$ cat src/design/urxf_pkg.sv
// Package for the receive FIFO error flag block: register map, field positions, reset values and sizes.
// Assumes a 32-bit APB slave with one aligned word per register.
package urxf_pkg;
  // Printed offsets are not all multiples of four, so they are indices and byte address is four times the index.
  localparam logic [7:0]  FLAGS_INDEX     = 8'h09;
  localparam logic [7:0]  CONTROL_INDEX   = 8'h0A;
  localparam logic [7:0]  DATA_INDEX      = 8'h0B;
  localparam logic [7:0]  CNT_LOW_INDEX   = 8'h0C;
  localparam logic [7:0]  CNT_HIGH_INDEX  = 8'h0D;
  localparam logic [7:0]  INT_STAT_INDEX  = 8'h0E;
  localparam logic [7:0]  INT_MASK_INDEX  = 8'h0F;
  localparam logic [7:0]  MODE_INDEX      = 8'h10;
  // Field positions in the flag register.
  localparam int          OVF_BIT         = 0;
  localparam int          URF_BIT         = 1;
  localparam int          FULL_BIT        = 2;
  localparam int          EMP_BIT         = 3;
  localparam int          SETCNT_LSB      = 6;
  // Field positions in the control register.
  localparam int          CLEAR_BIT       = 0;
  localparam int          READ_DONE_BIT   = 1;
  // Field position in the mode register.
  localparam int          ISO_BIT         = 0;
  // Reset values.
  localparam logic [7:0]  FLAGS_RESET     = 8'h08;
  localparam logic [1:0]  INT_MASK_RESET  = 2'h0;
  localparam logic        ISO_RESET       = 1'b0;
  // FIFO sizes.
  localparam int          DEPTH           = 16;
  localparam int          PTR_W           = 4;
  localparam logic [1:0]  SETCNT_EMPTY    = 2'h0;
  localparam logic [1:0]  SETCNT_FULL     = 2'h3;
endpackage

$ cat src/design/urxf_sticky.sv
// Sticky flag with deferred-set option and synchronous clear; set wins over clear.
// Assumes one clock domain and an active-low asynchronous reset.
`timescale 1ns/10ps
module urxf_sticky
(
  input  wire logic clk,
  input  wire logic resetn,
  input  wire logic set_now,
  input  wire logic set_late,
  input  wire logic release_late,
  input  wire logic clear,
  output logic      flag
);
  logic pending_reg;

  // A deferred event waits here until its release strobe.
  always_ff @(posedge clk or negedge resetn)
  begin
    if (!resetn)
      pending_reg <= 1'b0;
    else if (set_late)
      pending_reg <= 1'b1;
    else if (release_late || clear)
      pending_reg <= 1'b0;
  end

  // The flag only falls on an explicit clear, and a same-cycle set keeps it high.
  always_ff @(posedge clk or negedge resetn)
  begin
    if (!resetn)
      flag <= 1'b0;
    else if (set_now || (release_late && pending_reg))
      flag <= 1'b1;
    else if (clear)
      flag <= 1'b0;
  end
endmodule

$ cat src/design/urxf_apb.sv
// APB slave front end: decodes word indices and gives one-cycle read and write strobes.
// Assumes APB3 with zero wait states; pready is always high.
`timescale 1ns/10ps
module urxf_apb
(
  input  wire logic        psel,
  input  wire logic        penable,
  input  wire logic        pwrite,
  input  wire logic [11:0] paddr,
  output logic             pready,
  output logic             pslverr,
  output logic             wr_stb,
  output logic             rd_stb,
  output logic [7:0]       index,
  output logic             aligned
);
  // Every access finishes in its first access cycle, so strobes fire exactly once.
  assign pready  = 1'b1;
  assign index   = paddr[9:2];
  assign aligned = (paddr[1:0] == 2'h0) && (paddr[11:10] == 2'h0);
  assign wr_stb  = psel && penable && pwrite;
  assign rd_stb  = psel && penable && !pwrite;
  // Unaligned or out-of-range addresses get an error answer and no effect.
  assign pslverr = psel && penable && !aligned;
endmodule

$ cat src/design/urxf_top.sv
// Receive FIFO with underrun and overrun error tracking, APB register access and interrupt.
// Assumes the serial engine drives byte writes, byte-count writes, SETUP and SOF pulses on clk.
`timescale 1ns/10ps
module urxf_top
(
  input  wire logic        clk,
  input  wire logic        resetn,
  input  wire logic        psel,
  input  wire logic        penable,
  input  wire logic        pwrite,
  input  wire logic [11:0] paddr,
  input  wire logic [31:0] pwdata,
  output logic             pready,
  output logic             pslverr,
  output logic [31:0]      prdata,
  input  wire logic        eng_byte_valid,
  input  wire logic [7:0]  eng_byte,
  input  wire logic        eng_count_valid,
  input  wire logic [9:0]  eng_count,
  input  wire logic        eng_setup,
  input  wire logic        eng_sof,
  output logic             force_nak,
  output logic             irq
);
  typedef enum logic [1:0] {URXF_IDLE = 2'b01, URXF_ERROR = 2'b10} urxf_state_t;

  logic                        wr_stb;
  logic                        rd_stb;
  logic [7:0]                  index;
  logic                        aligned;
  logic [7:0]                  mem_reg [urxf_pkg::DEPTH];
  logic [urxf_pkg::PTR_W:0]    wptr_reg;
  logic [urxf_pkg::PTR_W:0]    rptr_reg;
  logic [1:0]                  setcnt_reg;
  logic                        iso_pend_reg;
  logic [9:0]                  count_reg;
  logic                        iso_reg;
  logic [1:0]                  int_stat_reg;
  logic [1:0]                  int_mask_reg;
  logic                        urf;
  logic                        ovf;
  logic                        fifo_empty;
  logic                        fifo_full;
  logic                        clear_cmd;
  logic                        read_done_cmd;
  logic                        data_rd;
  logic                        cnt_rd;
  logic                        underrun_ev;
  logic                        overrun_ev;
  logic                        ovf_late;
  logic                        set_arrival;
  logic                        setcnt_inc;
  logic                        setcnt_dec;
  logic [1:0]                  int_rd_clr;
  logic                        urf_d_reg;
  logic                        ovf_d_reg;
  logic                        urf_rise;
  logic                        ovf_rise;
  logic [7:0]                  flags_view;
  logic [31:0]                 rd_mux;
  urxf_state_t                 state_reg;

  urxf_apb u_apb
  (
    .psel    (psel),
    .penable (penable),
    .pwrite  (pwrite),
    .paddr   (paddr),
    .pready  (pready),
    .pslverr (pslverr),
    .wr_stb  (wr_stb),
    .rd_stb  (rd_stb),
    .index   (index),
    .aligned (aligned)
  );

  // Decoded firmware actions.
  assign clear_cmd     = wr_stb && aligned && (index == urxf_pkg::CONTROL_INDEX) && pwdata[urxf_pkg::CLEAR_BIT];
  assign read_done_cmd = wr_stb && aligned && (index == urxf_pkg::CONTROL_INDEX) && pwdata[urxf_pkg::READ_DONE_BIT];
  assign data_rd       = rd_stb && aligned && (index == urxf_pkg::DATA_INDEX);
  assign cnt_rd        = rd_stb && aligned
                         && ((index == urxf_pkg::CNT_LOW_INDEX) || (index == urxf_pkg::CNT_HIGH_INDEX));
  assign fifo_empty    = (wptr_reg == rptr_reg);
  assign fifo_full     = (wptr_reg[urxf_pkg::PTR_W] != rptr_reg[urxf_pkg::PTR_W])
                         && (wptr_reg[urxf_pkg::PTR_W-1:0] == rptr_reg[urxf_pkg::PTR_W-1:0]);

  // Error events; underrun is firmware-caused and never deferred.
  assign underrun_ev = (data_rd && fifo_empty) || (cnt_rd && (setcnt_reg == urxf_pkg::SETCNT_EMPTY));
  assign overrun_ev  = (eng_byte_valid && fifo_full)
                       || (eng_count_valid && (setcnt_reg == urxf_pkg::SETCNT_FULL));
  assign ovf_late    = overrun_ev && iso_reg;
  assign set_arrival = eng_count_valid && (setcnt_reg != urxf_pkg::SETCNT_FULL);

  // Data-set count steps and the read-clear of interrupt status, kept out of the clocked processes.
  assign setcnt_inc = (set_arrival && !iso_reg) || (eng_sof && iso_pend_reg);
  assign setcnt_dec = read_done_cmd && (setcnt_reg != urxf_pkg::SETCNT_EMPTY);
  assign int_rd_clr = (rd_stb && aligned && (index == urxf_pkg::INT_STAT_INDEX)) ? 2'h3 : 2'h0;

  // Underrun flag: sticky, cleared only by the FIFO clear control.
  urxf_sticky u_urf
  (
    .clk          (clk),
    .resetn       (resetn),
    .set_now      (underrun_ev),
    .set_late     (1'b0),
    .release_late (eng_sof), // Harmless: nothing is ever armed for a deferred underrun.
    .clear        (clear_cmd),
    .flag         (urf)
  );

  // Overrun flag: deferred to SOF in isochronous mode, cleared by clear or by a later SETUP.
  urxf_sticky u_ovf
  (
    .clk          (clk),
    .resetn       (resetn),
    .set_now      (overrun_ev && !iso_reg),
    .set_late     (ovf_late),
    .release_late (eng_sof),
    .clear        (clear_cmd || (eng_setup && ovf)),
    .flag         (ovf)
  );

  // Error state tracks whether the endpoint must NAK.
  always_ff @(posedge clk or negedge resetn)
  begin
    if (!resetn)
      state_reg <= URXF_IDLE;
    else
    begin
      case (state_reg)
        URXF_IDLE:
          if (urf || ovf)
            state_reg <= URXF_ERROR;
        URXF_ERROR:
          if (!urf && !ovf)
            state_reg <= URXF_IDLE;
        default:
          state_reg <= URXF_IDLE;
      endcase
    end
  end

  // NAK follows the flags directly so no transaction slips through while the state catches up.
  assign force_nak = urf || ovf || (state_reg == URXF_ERROR);

  // Write pointer and storage; a byte into a full FIFO leaves the pointer at full.
  always_ff @(posedge clk or negedge resetn)
  begin
    if (!resetn)
      wptr_reg <= '0;
    else if (clear_cmd)
      wptr_reg <= '0;
    else if (eng_byte_valid && !fifo_full)
      wptr_reg <= wptr_reg + 1'b1;
  end

  // Data storage is written only while space remains.
  always_ff @(posedge clk)
  begin
    if (eng_byte_valid && !fifo_full)
      mem_reg[wptr_reg[urxf_pkg::PTR_W-1:0]] <= eng_byte;
  end

  // Read pointer; a read from empty locks it at the empty position.
  always_ff @(posedge clk or negedge resetn)
  begin
    if (!resetn)
      rptr_reg <= '0;
    else if (clear_cmd)
      rptr_reg <= '0;
    else if (data_rd && !fifo_empty)
      rptr_reg <= rptr_reg + 1'b1;
  end

  // Byte count of the latest accepted data set.
  always_ff @(posedge clk or negedge resetn)
  begin
    if (!resetn)
      count_reg <= '0;
    else if (clear_cmd)
      count_reg <= '0;
    else if (set_arrival)
      count_reg <= eng_count;
  end

  // Isochronous arrivals are held until SOF before the data-set count rises.
  always_ff @(posedge clk or negedge resetn)
  begin
    if (!resetn)
      iso_pend_reg <= 1'b0;
    else if (clear_cmd)
      iso_pend_reg <= 1'b0;
    else if (set_arrival && iso_reg)
      iso_pend_reg <= 1'b1;
    else if (eng_sof)
      iso_pend_reg <= 1'b0;
  end

  // Data-set count: rises on an arrival, falls on read-complete; both in one cycle cancel.
  always_ff @(posedge clk or negedge resetn)
  begin
    if (!resetn)
      setcnt_reg <= urxf_pkg::SETCNT_EMPTY;
    else if (clear_cmd)
      setcnt_reg <= urxf_pkg::SETCNT_EMPTY;
    else if (setcnt_inc && !setcnt_dec && (setcnt_reg != urxf_pkg::SETCNT_FULL))
      setcnt_reg <= setcnt_reg + 2'h1;
    else if (setcnt_dec && !setcnt_inc)
      setcnt_reg <= setcnt_reg - 2'h1;
  end

  // Mode and interrupt mask registers.
  always_ff @(posedge clk or negedge resetn)
  begin
    if (!resetn)
    begin
      iso_reg      <= urxf_pkg::ISO_RESET;
      int_mask_reg <= urxf_pkg::INT_MASK_RESET;
    end
    else if (wr_stb && aligned)
    begin
      if (index == urxf_pkg::MODE_INDEX)
        iso_reg <= pwdata[urxf_pkg::ISO_BIT];
      if (index == urxf_pkg::INT_MASK_INDEX)
        int_mask_reg <= pwdata[1:0];
    end
  end

  // Interrupt status: rising flags set bits, a read clears them, and a new set wins.
  always_ff @(posedge clk or negedge resetn)
  begin
    if (!resetn)
      int_stat_reg <= 2'h0;
    else
      int_stat_reg <= (int_stat_reg & ~int_rd_clr) | {urf_rise, ovf_rise};
  end

  // Edge history of the error flags feeds the interrupt status.
  always_ff @(posedge clk or negedge resetn)
  begin
    if (!resetn)
    begin
      urf_d_reg <= 1'b0;
      ovf_d_reg <= 1'b0;
    end
    else
    begin
      urf_d_reg <= urf;
      ovf_d_reg <= ovf;
    end
  end

  assign urf_rise = urf && !urf_d_reg;
  assign ovf_rise = ovf && !ovf_d_reg;
  assign irq      = |(int_stat_reg & int_mask_reg);

  // Flag register view; empty and full track the FIFO in every mode.
  always_comb
  begin
    flags_view = 8'h00;
    flags_view[urxf_pkg::OVF_BIT]              = ovf;
    flags_view[urxf_pkg::URF_BIT]              = urf;
    flags_view[urxf_pkg::FULL_BIT]             = fifo_full;
    flags_view[urxf_pkg::EMP_BIT]              = fifo_empty;
    flags_view[urxf_pkg::SETCNT_LSB+1 -: 2]    = setcnt_reg;
  end

  // Read data mux; unmapped indices read zero.
  always_comb
  begin
    rd_mux = 32'h0000_0000;
    case (index)
      urxf_pkg::FLAGS_INDEX:    rd_mux = {24'h000000, flags_view};
      urxf_pkg::DATA_INDEX:     rd_mux = fifo_empty ? 32'h0000_0000
                                         : {24'h000000, mem_reg[rptr_reg[urxf_pkg::PTR_W-1:0]]};
      urxf_pkg::CNT_LOW_INDEX:  rd_mux = {24'h000000, count_reg[7:0]};
      urxf_pkg::CNT_HIGH_INDEX: rd_mux = {30'h0, count_reg[9:8]};
      urxf_pkg::INT_STAT_INDEX: rd_mux = {30'h0, int_stat_reg};
      urxf_pkg::INT_MASK_INDEX: rd_mux = {30'h0, int_mask_reg};
      urxf_pkg::MODE_INDEX:     rd_mux = {31'h0, iso_reg};
      default:                  rd_mux = 32'h0000_0000;
    endcase
  end

  // Read data is registered in the setup cycle so it stands valid through the access phase.
  always_ff @(posedge clk or negedge resetn)
  begin
    if (!resetn)
      prdata <= 32'h0000_0000;
    else if (psel && !penable && !pwrite)
      prdata <= aligned ? rd_mux : 32'h0000_0000;
  end

  // Properties.
  property p_urf_set;
    @(posedge clk) disable iff (!resetn) underrun_ev |=> urf;
  endproperty
  a_urf_set: assert property (p_urf_set) else $error("underrun not flagged");
  property p_urf_sticky;
    @(posedge clk) disable iff (!resetn) (urf && !clear_cmd) |=> urf;
  endproperty
  a_urf_sticky: assert property (p_urf_sticky) else $error("underrun dropped without clear");
  property p_rptr_hold;
    @(posedge clk) disable iff (!resetn) (data_rd && fifo_empty && !clear_cmd) |=> $stable(rptr_reg);
  endproperty
  a_rptr_hold: assert property (p_rptr_hold) else $error("read pointer moved on underrun");
  property p_nak;
    @(posedge clk) disable iff (!resetn) (urf || ovf) |-> force_nak;
  endproperty
  a_nak: assert property (p_nak) else $error("no NAK while error set");
  property p_iso_ovf_defer;
    @(posedge clk) disable iff (!resetn) (iso_reg && !ovf && !eng_sof) |=> !ovf;
  endproperty
  a_iso_ovf_defer: assert property (p_iso_ovf_defer) else $error("iso overrun set before SOF");
  property p_ovf_set;
    @(posedge clk) disable iff (!resetn) (overrun_ev && !iso_reg) |=> ovf;
  endproperty
  a_ovf_set: assert property (p_ovf_set) else $error("overrun not flagged");
  property p_ovf_setup_clr;
    @(posedge clk) disable iff (!resetn) (ovf && eng_setup && !overrun_ev && !eng_sof) |=> !ovf;
  endproperty
  a_ovf_setup_clr: assert property (p_ovf_setup_clr) else $error("SETUP did not clear overrun");
  property p_wptr_hold;
    @(posedge clk) disable iff (!resetn) (eng_byte_valid && fifo_full && !clear_cmd) |=> $stable(wptr_reg);
  endproperty
  a_wptr_hold: assert property (p_wptr_hold) else $error("write pointer moved on overrun");
  property p_clear_all;
    @(posedge clk) disable iff (!resetn) (clear_cmd && !underrun_ev && !overrun_ev) |=>
      (!urf && wptr_reg == '0 && rptr_reg == '0 && setcnt_reg == urxf_pkg::SETCNT_EMPTY);
  endproperty
  a_clear_all: assert property (p_clear_all) else $error("clear incomplete");
  c_underrun: cover property (@(posedge clk) disable iff (!resetn) underrun_ev);
  c_iso_ovf:  cover property (@(posedge clk) disable iff (!resetn) ovf_late ##[1:100] eng_sof);
  c_setup:    cover property (@(posedge clk) disable iff (!resetn) ovf && eng_setup);
endmodule

$ cat config.mk
export PLATFORM = sky130hd
export DESIGN_NAME = urxf_top
export DESIGN_NICKNAME = d
export VERILOG_FILES = /design/src/design/urxf_pkg.sv /design/src/design/urxf_sticky.sv /design/src/design/urxf_apb.sv /design/src/design/urxf_top.sv
export SDC_FILE = /design/constraint.sdc
export NUM_CORES = 1
export LEC_CHECK = 0
export BUFFER_PORTS_ARGS = -buffer_cell sky130_fd_sc_hd__buf_2
export CORE_MARGIN = 4
export CORE_UTILIZATION = 50
export DETAILED_ROUTE_END_ITERATION = 12
export HOLD_SLACK_MARGIN = 0.05
export PLACE_DENSITY_LB_ADDON = 0.25
export SYNTH_ARGS = -nofsm -noshare
export SYNTH_HDL_FRONTEND = slang
export SYNTH_SLANG_ARGS = --single-unit
export TNS_END_PERCENT = 10
$ cat constraint.sdc
create_clock -name clk -period 4.2 [get_ports clk]
set_input_delay 0.42 -clock clk [delete_from_list [all_inputs] [get_ports clk]]
set_output_delay 0.42 -clock clk [all_outputs]
set_load 0.05 [all_outputs]
; ---- Yosys cells after proc, flatten, opt, wreduce, memory -nomap -nowiden
; Memory sizes are Yosys's and may differ from the RTL's.
; Cells that the tools add are included.
[word_totals]
ramBits = 128
elab_cells = 142
input_bits = 71
n_memories = 1
ff_bits = 67
[mem_list]
columns = memory, depth, width, read_ports, rd_ports_with_merged_regs, write_ports, line
row1 = mem_reg, 16, 8, 1, 0, 1, urxf_top.sv:31  ; logic [7:0] mem_reg [urxf_pkg::DEPTH];
[op_classes]
mux = 27
n_reduce_logical = 74
n_eq_ne = 17
bitwise = 4
addsub = 4
[op_table]
columns = operator, n
row1 = "8-bit by 4-bit == test with 1-bit output, second input constant", 7
row2 = 8-bit case mux with 7 select lines, 1
row3 = 1-bit logical AND, 37
row4 = 32-bit two-way mux, 1
row5 = 10-bit two-way mux, 2
row6 = 5-bit two-way mux, 4
row7 = 2-bit nonzero test, 7
row8 = 1-bit zero test, 12
row9 = 2-bit two-way mux, 6
row10 = 1-bit two-way mux, 11
row11 = "5-bit by 1-bit adder with 5-bit output, second input constant", 2
row12 = 1-bit logical OR, 9
row13 = "8-bit by 5-bit == test with 1-bit output, second input constant", 1
row14 = 8-bit two-way mux, 1
row15 = 2-bit zero test, 3
row16 = "2-bit != test, second input constant", 3
row17 = 2-bit AND reduction, 3
row18 = 3-bit nonzero test, 2
row19 = 5-bit == test, 1
row20 = 2-bit bitwise AND, 2
row21 = "2-bit == test, second input constant", 2
row22 = 4-bit == test, 1
row23 = 2-bit case mux with 2 select lines, 1
row24 = "2-bit by 1-bit adder with 2-bit output, second input constant", 1
row25 = 6 further kinds, 6

; ---- Longest topological paths before layout
; Gate-level depths: netlist of run 1.
[depth]
depth_word = 11
mapped_depth = 7
mapped_depth_nobuf = 5

; ---- By module
; A second synthesis of run 1 with hierarchy kept.
[hier_totals]
hier_cells = 502
hier_area_um2 = 7756.2
[by_module_without_submodules]
columns = module, cells_each, seq_area_each_um2, area_per_inst_um2, n_inst
row1 = urxf_top, 473, 4845.9, 7504.7, 1
row2 = urxf_sticky, 7, 50.0, 75.1, 2
row3 = urxf_apb, 15, 0.0, 101.3, 1

; ---- Worst setup path before layout of run 1
; No wires, ideal clock.
[synth_timing]
kind = register -> register
start = register rptr_reg[1] (netlist name)
end = memory mem_reg[3][0] (enable)
period_less_slack_ns = 2.243
arrival_ns = 1.860
setup_ns = 0.383
t_required_ns = 3.817
n_path_buf = 2
path_stages_with_launch = 7
path_slack_ns = 1.957
path_cell_list = dfrtp_1 clkbuf_1 xnor2_1 nand4_1 buf_2 o211ai_1 nor3_1
[synth_via]
elab_chain_len = 6
[synth_lines]
columns = element, line
row1 = start: declaration, urxf_top.sv:33  ; logic [urxf_pkg::PTR_W:0] rptr_reg;
row2 = start signal: assignment, urxf_top.sv:172  ; rptr_reg <= rptr_reg + 1'b1;
row3 = 4-bit == test, urxf_top.sv:85  ; && (wptr_reg[urxf_pkg::PTR_W-1:0] == rptr_reg[urxf_pkg::PTR_W-1:0]);
row4 = 1-bit logical AND, urxf_top.sv:85
row5 = 1-bit zero test, urxf_top.sv:160  ; if (eng_byte_valid && !fifo_full)
row6 = 1-bit logical AND, urxf_top.sv:160
row7 = 1-bit two-way mux, urxf_top.sv:160
row8 = 1-bit two-way mux (implied by the code), urxf_top.sv:161  ; mem_reg[wptr_reg[urxf_pkg::PTR_W-1:0]] <= eng_byte;
row9 = end: declaration, urxf_top.sv:31
; No other way between the ends.

; ---- Worst setup path in the final report of run 1
[layout_timing]
start = register wptr_reg[2] (netlist name)
end = memory mem_reg[7][0] (enable)
[layout_via]
elab_chain_len = 6
[layout_lines]
columns = element, line
row1 = start: declaration, urxf_top.sv:32  ; logic [urxf_pkg::PTR_W:0] wptr_reg;
row2 = start signal: assignment, urxf_top.sv:154  ; wptr_reg <= wptr_reg + 1'b1;
row3 = 4-bit == test, urxf_top.sv:85
row4 = 1-bit logical AND, urxf_top.sv:85
row5 = 1-bit zero test, urxf_top.sv:160
row6 = 1-bit logical AND, urxf_top.sv:160
row7 = 1-bit two-way mux, urxf_top.sv:160
row8 = 1-bit two-way mux (implied by the code), urxf_top.sv:161
; Several ways; a longest one is shown, not always the timed one.

==> impl_metrics.toml, run 1 <==
[synthesis]
synth.distinct_cells = 55
netlist_area_mm2 = 0.007456
yosysSeqAreaShare_pct = 66.00
synth_seq_cells = 171
syn_inst = 482
synth-main-ff-cell = "edfxtp_1"
yosysWarnings = 0
synth-edff-count = 128
syn_area_per_cell_um2 = 15.47
async_reset_ff_share_pct = 25.15

[sta]
fin_crit_ps = 2615
finClkSkew_ps = 7.196
slew_violations = 0
min_period_over_period_pct = 62.27
hold_ws_ps = 140.1
tightest_slew_ps = 1043
setup_viol = 0
final.setup.tns_ps = 0
relSlewSlack_pct = 30.21
final_hold_viol_count = 0
rsz0062_at_grt = "false"
max_freq_ghz = 0.3824

[floorplanning]
dieArea_mm2 = 0.01693
core_area_mm2 = 0.01459
start_util_pct = 51.11
row_count = 44
die_height_um = 130.1
pin_count = 107
die_width_um = 130.1

[power_and_ir_drop]
switching_share_pct = 27.24
power_density_mw_per_mm2 = 513.5
sequentialPowerShare_pct = 50.2
p_leak_nw = 3.041
p_switching_mw = 1.177
peakVddDrop_mv = 0.2780
p_clk_share_pct = 36.8
pwr-share-comb_pct = 13.0
internal-power_mw = 3.144

[cells_and_area]
n_antenna_cell = 0
num-fill-cells = 1107
layoutNonFillerInstCount = 733
final_nets = 612
seq_area_mm2 = 0.004922
final_layout_size_suffix_gt1_share_pct = 25.14
area_growth_pct = 12.87
multi_input_comb_area_mm2 = 0.002292
utilization_pct = 57.68
largest_reg_flops = 128

[drt]
ant_nets = 0
drt-initial-drc-count = 403
drc_errors = 0
vias_per_cell = 5.817
post_drt_wl_per_cell_um = 20.61
drtPass1Iterations = 5
dr_total_vias = 4264
drt_wl_total_um = 15110

[clock_tree]
tritoncts = "yes"
cts.path.max_buffers = 2
clkLatencyLatePin_ps = 430
path_clk_slew_ps = 70
cts.sinks = 171
cts_buffers = 17
cts-root-buf = "clkbuf_16"
htreeDepth = 4
cts_resized = 0
postCtsSetupBuffers = 0
cts_hold_buf = 0

[placed_design]
place.gp.congestion = 0.8536
port_buffers = 51
hpwl_um = 9986
dp_cells = 701

[worst_setup_path]
cp.required_ps = 4250
end_kind = "flop"
critPathMaxFanout = 11
cp_data_arrival_time_ps = 2660
startpoint_type = "flop"
slowest_delay_ps = 850
path_class = "flop to flop"
path_cells = "xnor2_1 -> nand4_1 -> o211ai_1 -> nor2_1"
slowest_stage = "nor2_1"

[grt]
grt_overflow = 0
grtUsageTotal_pct = 18.79
first_global_vias = 4155
grt_pass1_wl_um = 23120
grt_max_degree = 44
antenna_found_initial = 0

[min_path]
min_path_type = "input pin to asynchronous set/reset pin"

[status]
outcome = "complete, no violations"

[run]
maxCapViolations = 0
path summary, 6_finish.rpt:
| kind | start | endpoint | slack [ps] | depth (start not counted) |
|---|---|---|---|---|
| max | wptr_reg[2] | mem_reg[7][0] | 1580 | 4 |
| min | resetn | int_stat_reg[0] | 140 | 1 |
| max reg2reg | wptr_reg[2] | mem_reg[7][0] | 1580 | 4 |
| min reg2reg | ovf_d_reg | int_stat_reg[0] | 420 | 1 |
| max in group asynchronous | resetn | rptr_reg[0] | 3400 | 1 |
| min in group clk | eng_count[5] | count_reg[5] | 240 | 3 |
kinds of logic (layout without fill, tap and decap cells):
family	count (synthesis)	count (layout)	share of synthesized area [%]
flops	171	171	66.00
simple gates	109	109	7.552
compound gates	74	74	7.266
buf+inv	58	102	4.413
mux	50	50	12.30
xor+xnor	13	13	1.527
fa+ha+maj	5	5	0.8391
other cells	2	25	0.1007
layer usage:
| layer | track usage [%] | wire [um] | vias to the layer above |
|---|---|---|---|
| met5 | 0 | 0 | - |
| met4 | 6.051 | 199 | 0 |
| met3 | 4.625 | 1293 | 20 |
| met2 | 29.27 | 7210 | 208 |
| met1 | 26.37 | 6402 | 2114 |
| li1 | - | - | 1922 |
worst max-delay path: cells and delay by family, from the launching register on:
kind	cells	cell delay [ps]
XOR/XNOR	1	190
flip-flops	1	500
AND/OR/NAND/NOR	2	1280
AO/OA/AOI/OAI	1	260
power by group through the flow:
stage          Sequential, mW  Combinational, mW  Clock (mW)
6_report                 2.17              0.560        1.59
5_1_grt                  2.20              0.625        1.69
4_1_cts                  2.17              0.565        1.61
3_5_place_dp             2.21              0.562           0
3_3_place_gp             2.20              0.543           0
2_1_floorplan            2.15              0.440           0
cells in the mapped netlist (3+ instances only):
library cell / n / share of area [%]
xnor2_1: 7 / 0.82
o211ai_1: 9 / 0.91
buf_2: 8 / 0.54
a22o_1: 3 / 0.35
a22oi_1: 19 / 1.9
or3_1: 3 / 0.25
buf_1: 3 / 0.15
ha_1: 5 / 0.84
nor3_1: 12 / 0.81
nand4_1: 3 / 0.25
nor2b_1: 7 / 0.59
mux2i_1: 14 / 1.9
nand2_1: 16 / 0.81
and4_1: 3 / 0.35
inv_1: 9 / 0.45
nor2_1: 40 / 2.0
a221o_1: 6 / 0.81
clkbuf_1: 12 / 0.60
buf_4: 25 / 2.5
nand2b_1: 4 / 0.34
a21oi_1: 12 / 0.81
o21ai_0: 10 / 0.67
mux2_2: 3 / 0.45
edfxtp_1: 128 / 52
nand3_1: 8 / 0.54
mux4_2: 33 / 10
xor2_1: 6 / 0.70
dfrtp_1: 42 / 14
area by class of cell:
| type | instances | area share (%) |
|---|---|---|
| Clock buffer | 17 | 5.055 |
| Timing Repair Buffer | 61 | 3.925 |
| Clock inverter | 15 | 2.156 |
| Inverter | 9 | 0.4014 |
| Tap cell | 184 | 2.736 |
| Sequential cell | 171 | 58.49 |
| Multi-Input combinational cell | 276 | 27.24 |
layout by cell type (no fill, tap or decap), types with 2 or more instances in the layout:
master,instances
dfrtp_1,41
clkbuf_16,17
a21o_1,2
a22oi_1,19
nand2b_1,4
nor3_1,12
nor2b_1,7
mux2i_1,14
nand4_1,3
xor2_1,6
conb_1,25
xnor2_1,7
o21ai_0,10
nand3b_1,2
inv_1,9
buf_2,51
nand2_1,16
or3_1,3
a21oi_1,12
ha_1,5
edfxtp_1,128
and4_1,3
a221o_1,6
o21a_1,2
buf_4,10
bufinv_16,2
nor2_1,40
a22o_1,3
mux4_2,33
mux2_2,3
inv_8,4
o211ai_1,9
nand3_1,8
inv_6,4
stage by stage:
step / power, mW / worst slack [ps] / instance area [um^2]
2_1_floorplan: 2.585 / 1957 / 7542
3_3_place_gp: 2.740 / 1630 / 7809
3_5_place_dp: 2.769 / 1599 / 7809
4_1_cts: 4.349 / 1605 / 8416
5_1_grt: 4.512 / 1422 / 8416
6_report: 4.321 / 1585 / 8416
Note: power is estimated with default switching activity, not from simulation.
==> inputs of run 2 (changes only) <==
clock period = 2.4 ns   (was 4.2 ns; I/O delays follow)
==> impl_metrics.toml, run 2 (synthesized netlist as in run 1, its figures left out) <==
[power_and_ir_drop]
p_leak_nw = 3.126
peakVddDrop_mv = 0.5719
finalPower_mw = 7.571
power_density_mw_per_mm2 = 884.1

[drt]
drc_errors = 0
drt_wl_total_um = 15120
drt-initial-drc-count = 334
post_drt_wl_per_cell_um = 20.16
drtPass1Iterations = 5
dr_total_vias = 4258
ant_nets = 0
vias_per_cell = 5.677

[floorplanning]
pin_count = 107
die_height_um = 130.1
start_util_pct = 51.11
dieArea_mm2 = 0.01693
row_count = 44
core_area_mm2 = 0.01459
die_width_um = 130.1

[sta]
max_freq_ghz = 0.4540
slew_violations = 0
min_period_over_period_pct = 91.78
finClkSkew_ps = 5.864
setup_viol = 0
rsz0062_at_grt = "false"
relSlewSlack_pct = 39.98
final.setup.tns_ps = 0
fin_crit_ps = 2203
final_hold_viol_count = 0
tightest_slew_ps = 897.0

[clock_tree]
htreeDepth = 4
clkLatencyLatePin_ps = 420
postCtsSetupBuffers = 0
tritoncts = "yes"
path_clk_slew_ps = 70
cts-root-buf = "clkbuf_16"
cts.sinks = 171
cts.path.max_buffers = 2
cts_buffers = 17

[cells_and_area]
utilization_pct = 58.71
final_cell_mix = "edfxtp_1, buf_2, dfrtp_1, nor2_1, mux4_2"
n_antenna_cell = 0
final_nets = 629
layout_commonest_cell = "edfxtp_1"
num-fill-cells = 1100
final_layout_size_suffix_gt1_share_pct = 27.21
area_growth_pct = 14.87
largest_reg_flops = 128

[status]
outcome = "complete, no violations"

[placed_design]
port_buffers = 51
hpwl_um = 10370
place.gp.congestion = 0.8675

[grt]
grt_pass1_wl_um = 23560
grtUsageTotal_pct = 18.82
grt_overflow = 0
first_global_vias = 4279
grt_max_degree = 44
antenna_found_initial = 0

[run]
maxCapViolations = 0

[worst_setup_path]
slowest_delay_ps = 680
startpoint_type = "flop"
cp_data_arrival_time_ps = 2250
crit_family = "simple AND/OR/NAND/NOR gates"
path_class = "flop to flop"
end_kind = "flop"
cp_num_buf_inv = 1
critPathMaxFanout = 8
slowest_stage = "nor2_1"
path_cells = "xnor2_1 -> o211ai_1 -> buf_4 -> nor2_1"
cp.required_ps = 2450

[min_path]
min_path_type = "input pin to flop"
run 2: report_power, final:
group | leakage [nW] | internal, mW | switching [mW] | total, mW
combinational | 1.15 | 0.390 | 0.696 | 1.09
clock | 0.295 | 1.49 | 1.23 | 2.72
sequential | 1.68 | 3.58 | 0.181 | 3.76
total | 3.13 | 5.46 | 2.11 | 7.57
run 2: stage by stage:
stage	hold WS [ps]	cell area, um^2	setup slack, ps	std cells
3_3_place_gp	338.4	7946	232.7	716
4_1_cts	54.03	8564	172.7	750
2_1_floorplan	-55.59	7542	157.0	505
5_1_grt	68.94	8564	25.26	750
3_5_place_dp	351.9	7946	182.5	716
6_report	65.71	8564	197.4	750
run 2: worst paths after layout:
check / start / endpoint / slack [ps] / cells after the start
setup reg to reg: rptr_reg[4] / mem_reg[11][5] / 200 / 4
min in group asynchronous: resetn / state_reg[1] / 420 / 3
hold reg to reg: ovf_d_reg / int_stat_reg[0] / 430 / 1
hold / removal: eng_count[2] / count_reg[2] / 70 / 3
setup / recovery: rptr_reg[4] / mem_reg[11][5] / 200 / 4
max in group asynchronous: resetn / rptr_reg[0] / 1570 / 3
run 2: per-layer routing:
layer  track usage, %  vias up  share of wire (%)
met1            25.86     2142                 43
li1                 -     1962                  -
met3            4.953       17                6.9
met5                0        -                  0
met2            30.14      137                 49
met4            5.073        0                1.3
run 2: repair_timing:
item	4_1_cts	5_1_grt
hold endpoints to repair	43	0
resized for setup	0	0
hold buffers	2	0
run 2: cell type report:
type                       instances  area [um^2]  area share, %
clock inverter                    15        172.7          2.016
sequential                       171         4922          57.47
clock buffer                      17        425.4          4.967
inverter                           9        33.78         0.3944
tap                              184        230.2          2.688
timing repair buffer              78        488.0          5.698
multi-input combinational        276         2292          26.76
run 2: worst register-to-register path: stages, from the launching register on:
cell and delay [ps]:
dfrtp_1 420, xnor2_1 390, o211ai_1 160, buf_4 170, nor2_1 680
==> inputs of run 3 (changes only) <==
CORE_UTILIZATION = 52   (was 50)
CTS_CLUSTER_DIAMETER = 100   (was unset)
==> impl_metrics.toml, run 3 (synthesized netlist as in run 1, its figures left out) <==
[status]
outcome = "complete, no violations"

[cells_and_area]
final_cell_mix = "edfxtp_1, buf_2, dfrtp_1, nor2_1, buf_4"
seq_area_mm2 = 0.004922
largest_reg_flops = 128
layoutNonFillerInstCount = 755
area_growth_pct = 15.79
num-fill-cells = 1002
n_antenna_cell = 0
final_layout_size_suffix_gt1_share_pct = 28.70
utilization_pct = 61.72
layout_commonest_cell = "edfxtp_1"
final_nets = 638
multi_input_comb_area_mm2 = 0.002302

[sta]
tightest_slew_ps = 610.2
final_hold_viol_count = 0
finClkSkew_ps = 9.146
rsz0062_at_grt = "false"
setup_viol = 0
fin_crit_ps = 2190
max_freq_ghz = 0.4566
min_period_over_period_pct = 91.25
slew_violations = 0
setup_ws_ps = 210.0
relSlewSlack_pct = 59.28
final.setup.tns_ps = 0

[floorplanning]
die_height_um = 127.7
row_count = 43
core_area_mm2 = 0.01399
die_width_um = 127.7
start_util_pct = 53.30
pin_count = 107
dieArea_mm2 = 0.01632

[power_and_ir_drop]
pwr-share-comb_pct = 14.2
sequentialPowerShare_pct = 49.3
internal-power_mw = 5.644
peakVddDrop_mv = 0.5654
finalPower_mw = 7.684
power_density_mw_per_mm2 = 890.0
p_leak_nw = 3.174
p_switching_mw = 2.040
p_clk_share_pct = 36.5
switching_share_pct = 26.55

[drt]
post_drt_wl_per_cell_um = 20.73
drt_wl_total_um = 15650
drtPass1Iterations = 5
dr_total_vias = 4392
ant_nets = 0
drt-initial-drc-count = 380
drc_errors = 0
vias_per_cell = 5.817

[grt]
first_global_vias = 4348
grt_max_degree = 27
grt_pass1_wl_um = 24880
antenna_found_initial = 0
met1_usage_pct = 28.81
grtUsageTotal_pct = 20.23
grt_overflow = 0
busiest_layer = "met2"
use_met2_pct = 31.61
grtUsageMet3_pct = 5.083

[clock_tree]
cts.path.max_buffers = 2
postCtsSetupBuffers = 0
cts.sinks = 171
path_clk_slew_ps = 70
cts_buffers = 17
htreeDepth = 4
clkLatencyLatePin_ps = 420
cts-root-buf = "clkbuf_16"
tritoncts = "yes"

[min_path]
min_path_type = "input pin to flop"

[placed_design]
post-place-ws_ps = 133.9
place.gp.congestion = 0.8131
dp_cells = 722
hpwl_um = 10890
port_buffers = 51

[worst_setup_path]
cp.required_ps = 2700
critPathMaxFanout = 10
end_kind = "flop"
startpoint_type = "flop"
cp_data_arrival_time_ps = 2490
path_class = "flop to flop"

[run]
maxCapViolations = 0
==> run 3: changes by cell type in the layout (fill, tap and decap cells not counted), sizes merged <==
| cell | delta |
|---|---|
| buf | +10 |
| clkinv | -3 |
| bufinv | +2 |
| clkbuf | +1 |
| clkinvlp | +1 |
| dlygate4sd3 | -1 |
| inv | -1 |
==> run 3: per-layer routing <==
metal | vias up | wire length [um]
met4 | 0 | 194
met5 | - | 0
met1 | 2243 | 6818
met2 | 156 | 7649
li1 | 1976 | -
met3 | 17 | 986
==> run 3: final timing paths <==
check | from | endpoint | slack (ps) | cells after the start
min reg2reg | urf_d_reg | int_stat_reg[1] | 420 | 1
min in group asynchronous | resetn | int_stat_reg[0] | 350 | 2
max reg2reg | wptr_reg[3] | prdata[1] | 210 | 7
max in group asynchronous | resetn | rptr_reg[1] | 1480 | 3
max | wptr_reg[3] | prdata[1] | 210 | 7
min | eng_count[4] | count_reg[4] | 70 | 3
==> run 3: metrics by stage <==
stage | cell area (um^2) | hold WS [ps]
CTS | 8623 | 54.70
floorplan | 7542 | -55.59
finish | 8633 | 71.92
global route | 8633 | 64.12
detailed placement | 8004 | 263.9
global placement | 8004 | 263.0
==> run 3: critical path: stages (launching register included) <==
cell	delay, ps
dfrtp_1	580
xnor2_1	190
nand4_1	270
buf_4	260
o211ai_1	170
buf_4	200
a21oi_1	100
a221o_1	290
==> run 3: layout make-up <==
cell class / instances / share of cell area (%)
Clock buffer: 18 / 4.971
Clock inverter: 14 / 2.087
Inverter: 9 / 0.3913
Multi-Input combinational cell: 276 / 26.67
Sequential cell: 171 / 57.01
Tap cell: 180 / 2.609
Timing Repair Buffer: 87 / 6.261
==> run 3: repair_timing <==
item / 4_1_cts / 5_1_grt
resized for setup: 0 / 4
setup endpoints to repair: 0 / 32
endpoints found under the hold margin: 23 / 0
hold buffers: 1 / 0
==> run 3: power by group through the flow <==
stage | sequential (mW) | clock, mW | combinational (mW)
floorplan | 3.75 | 0 | 0.770
global placement | 3.82 | 0 | 1.04
detailed placement | 3.84 | 0 | 1.08
CTS | 3.79 | 2.85 | 1.09
global route | 3.82 | 3.00 | 1.22
finish | 3.78 | 2.81 | 1.09
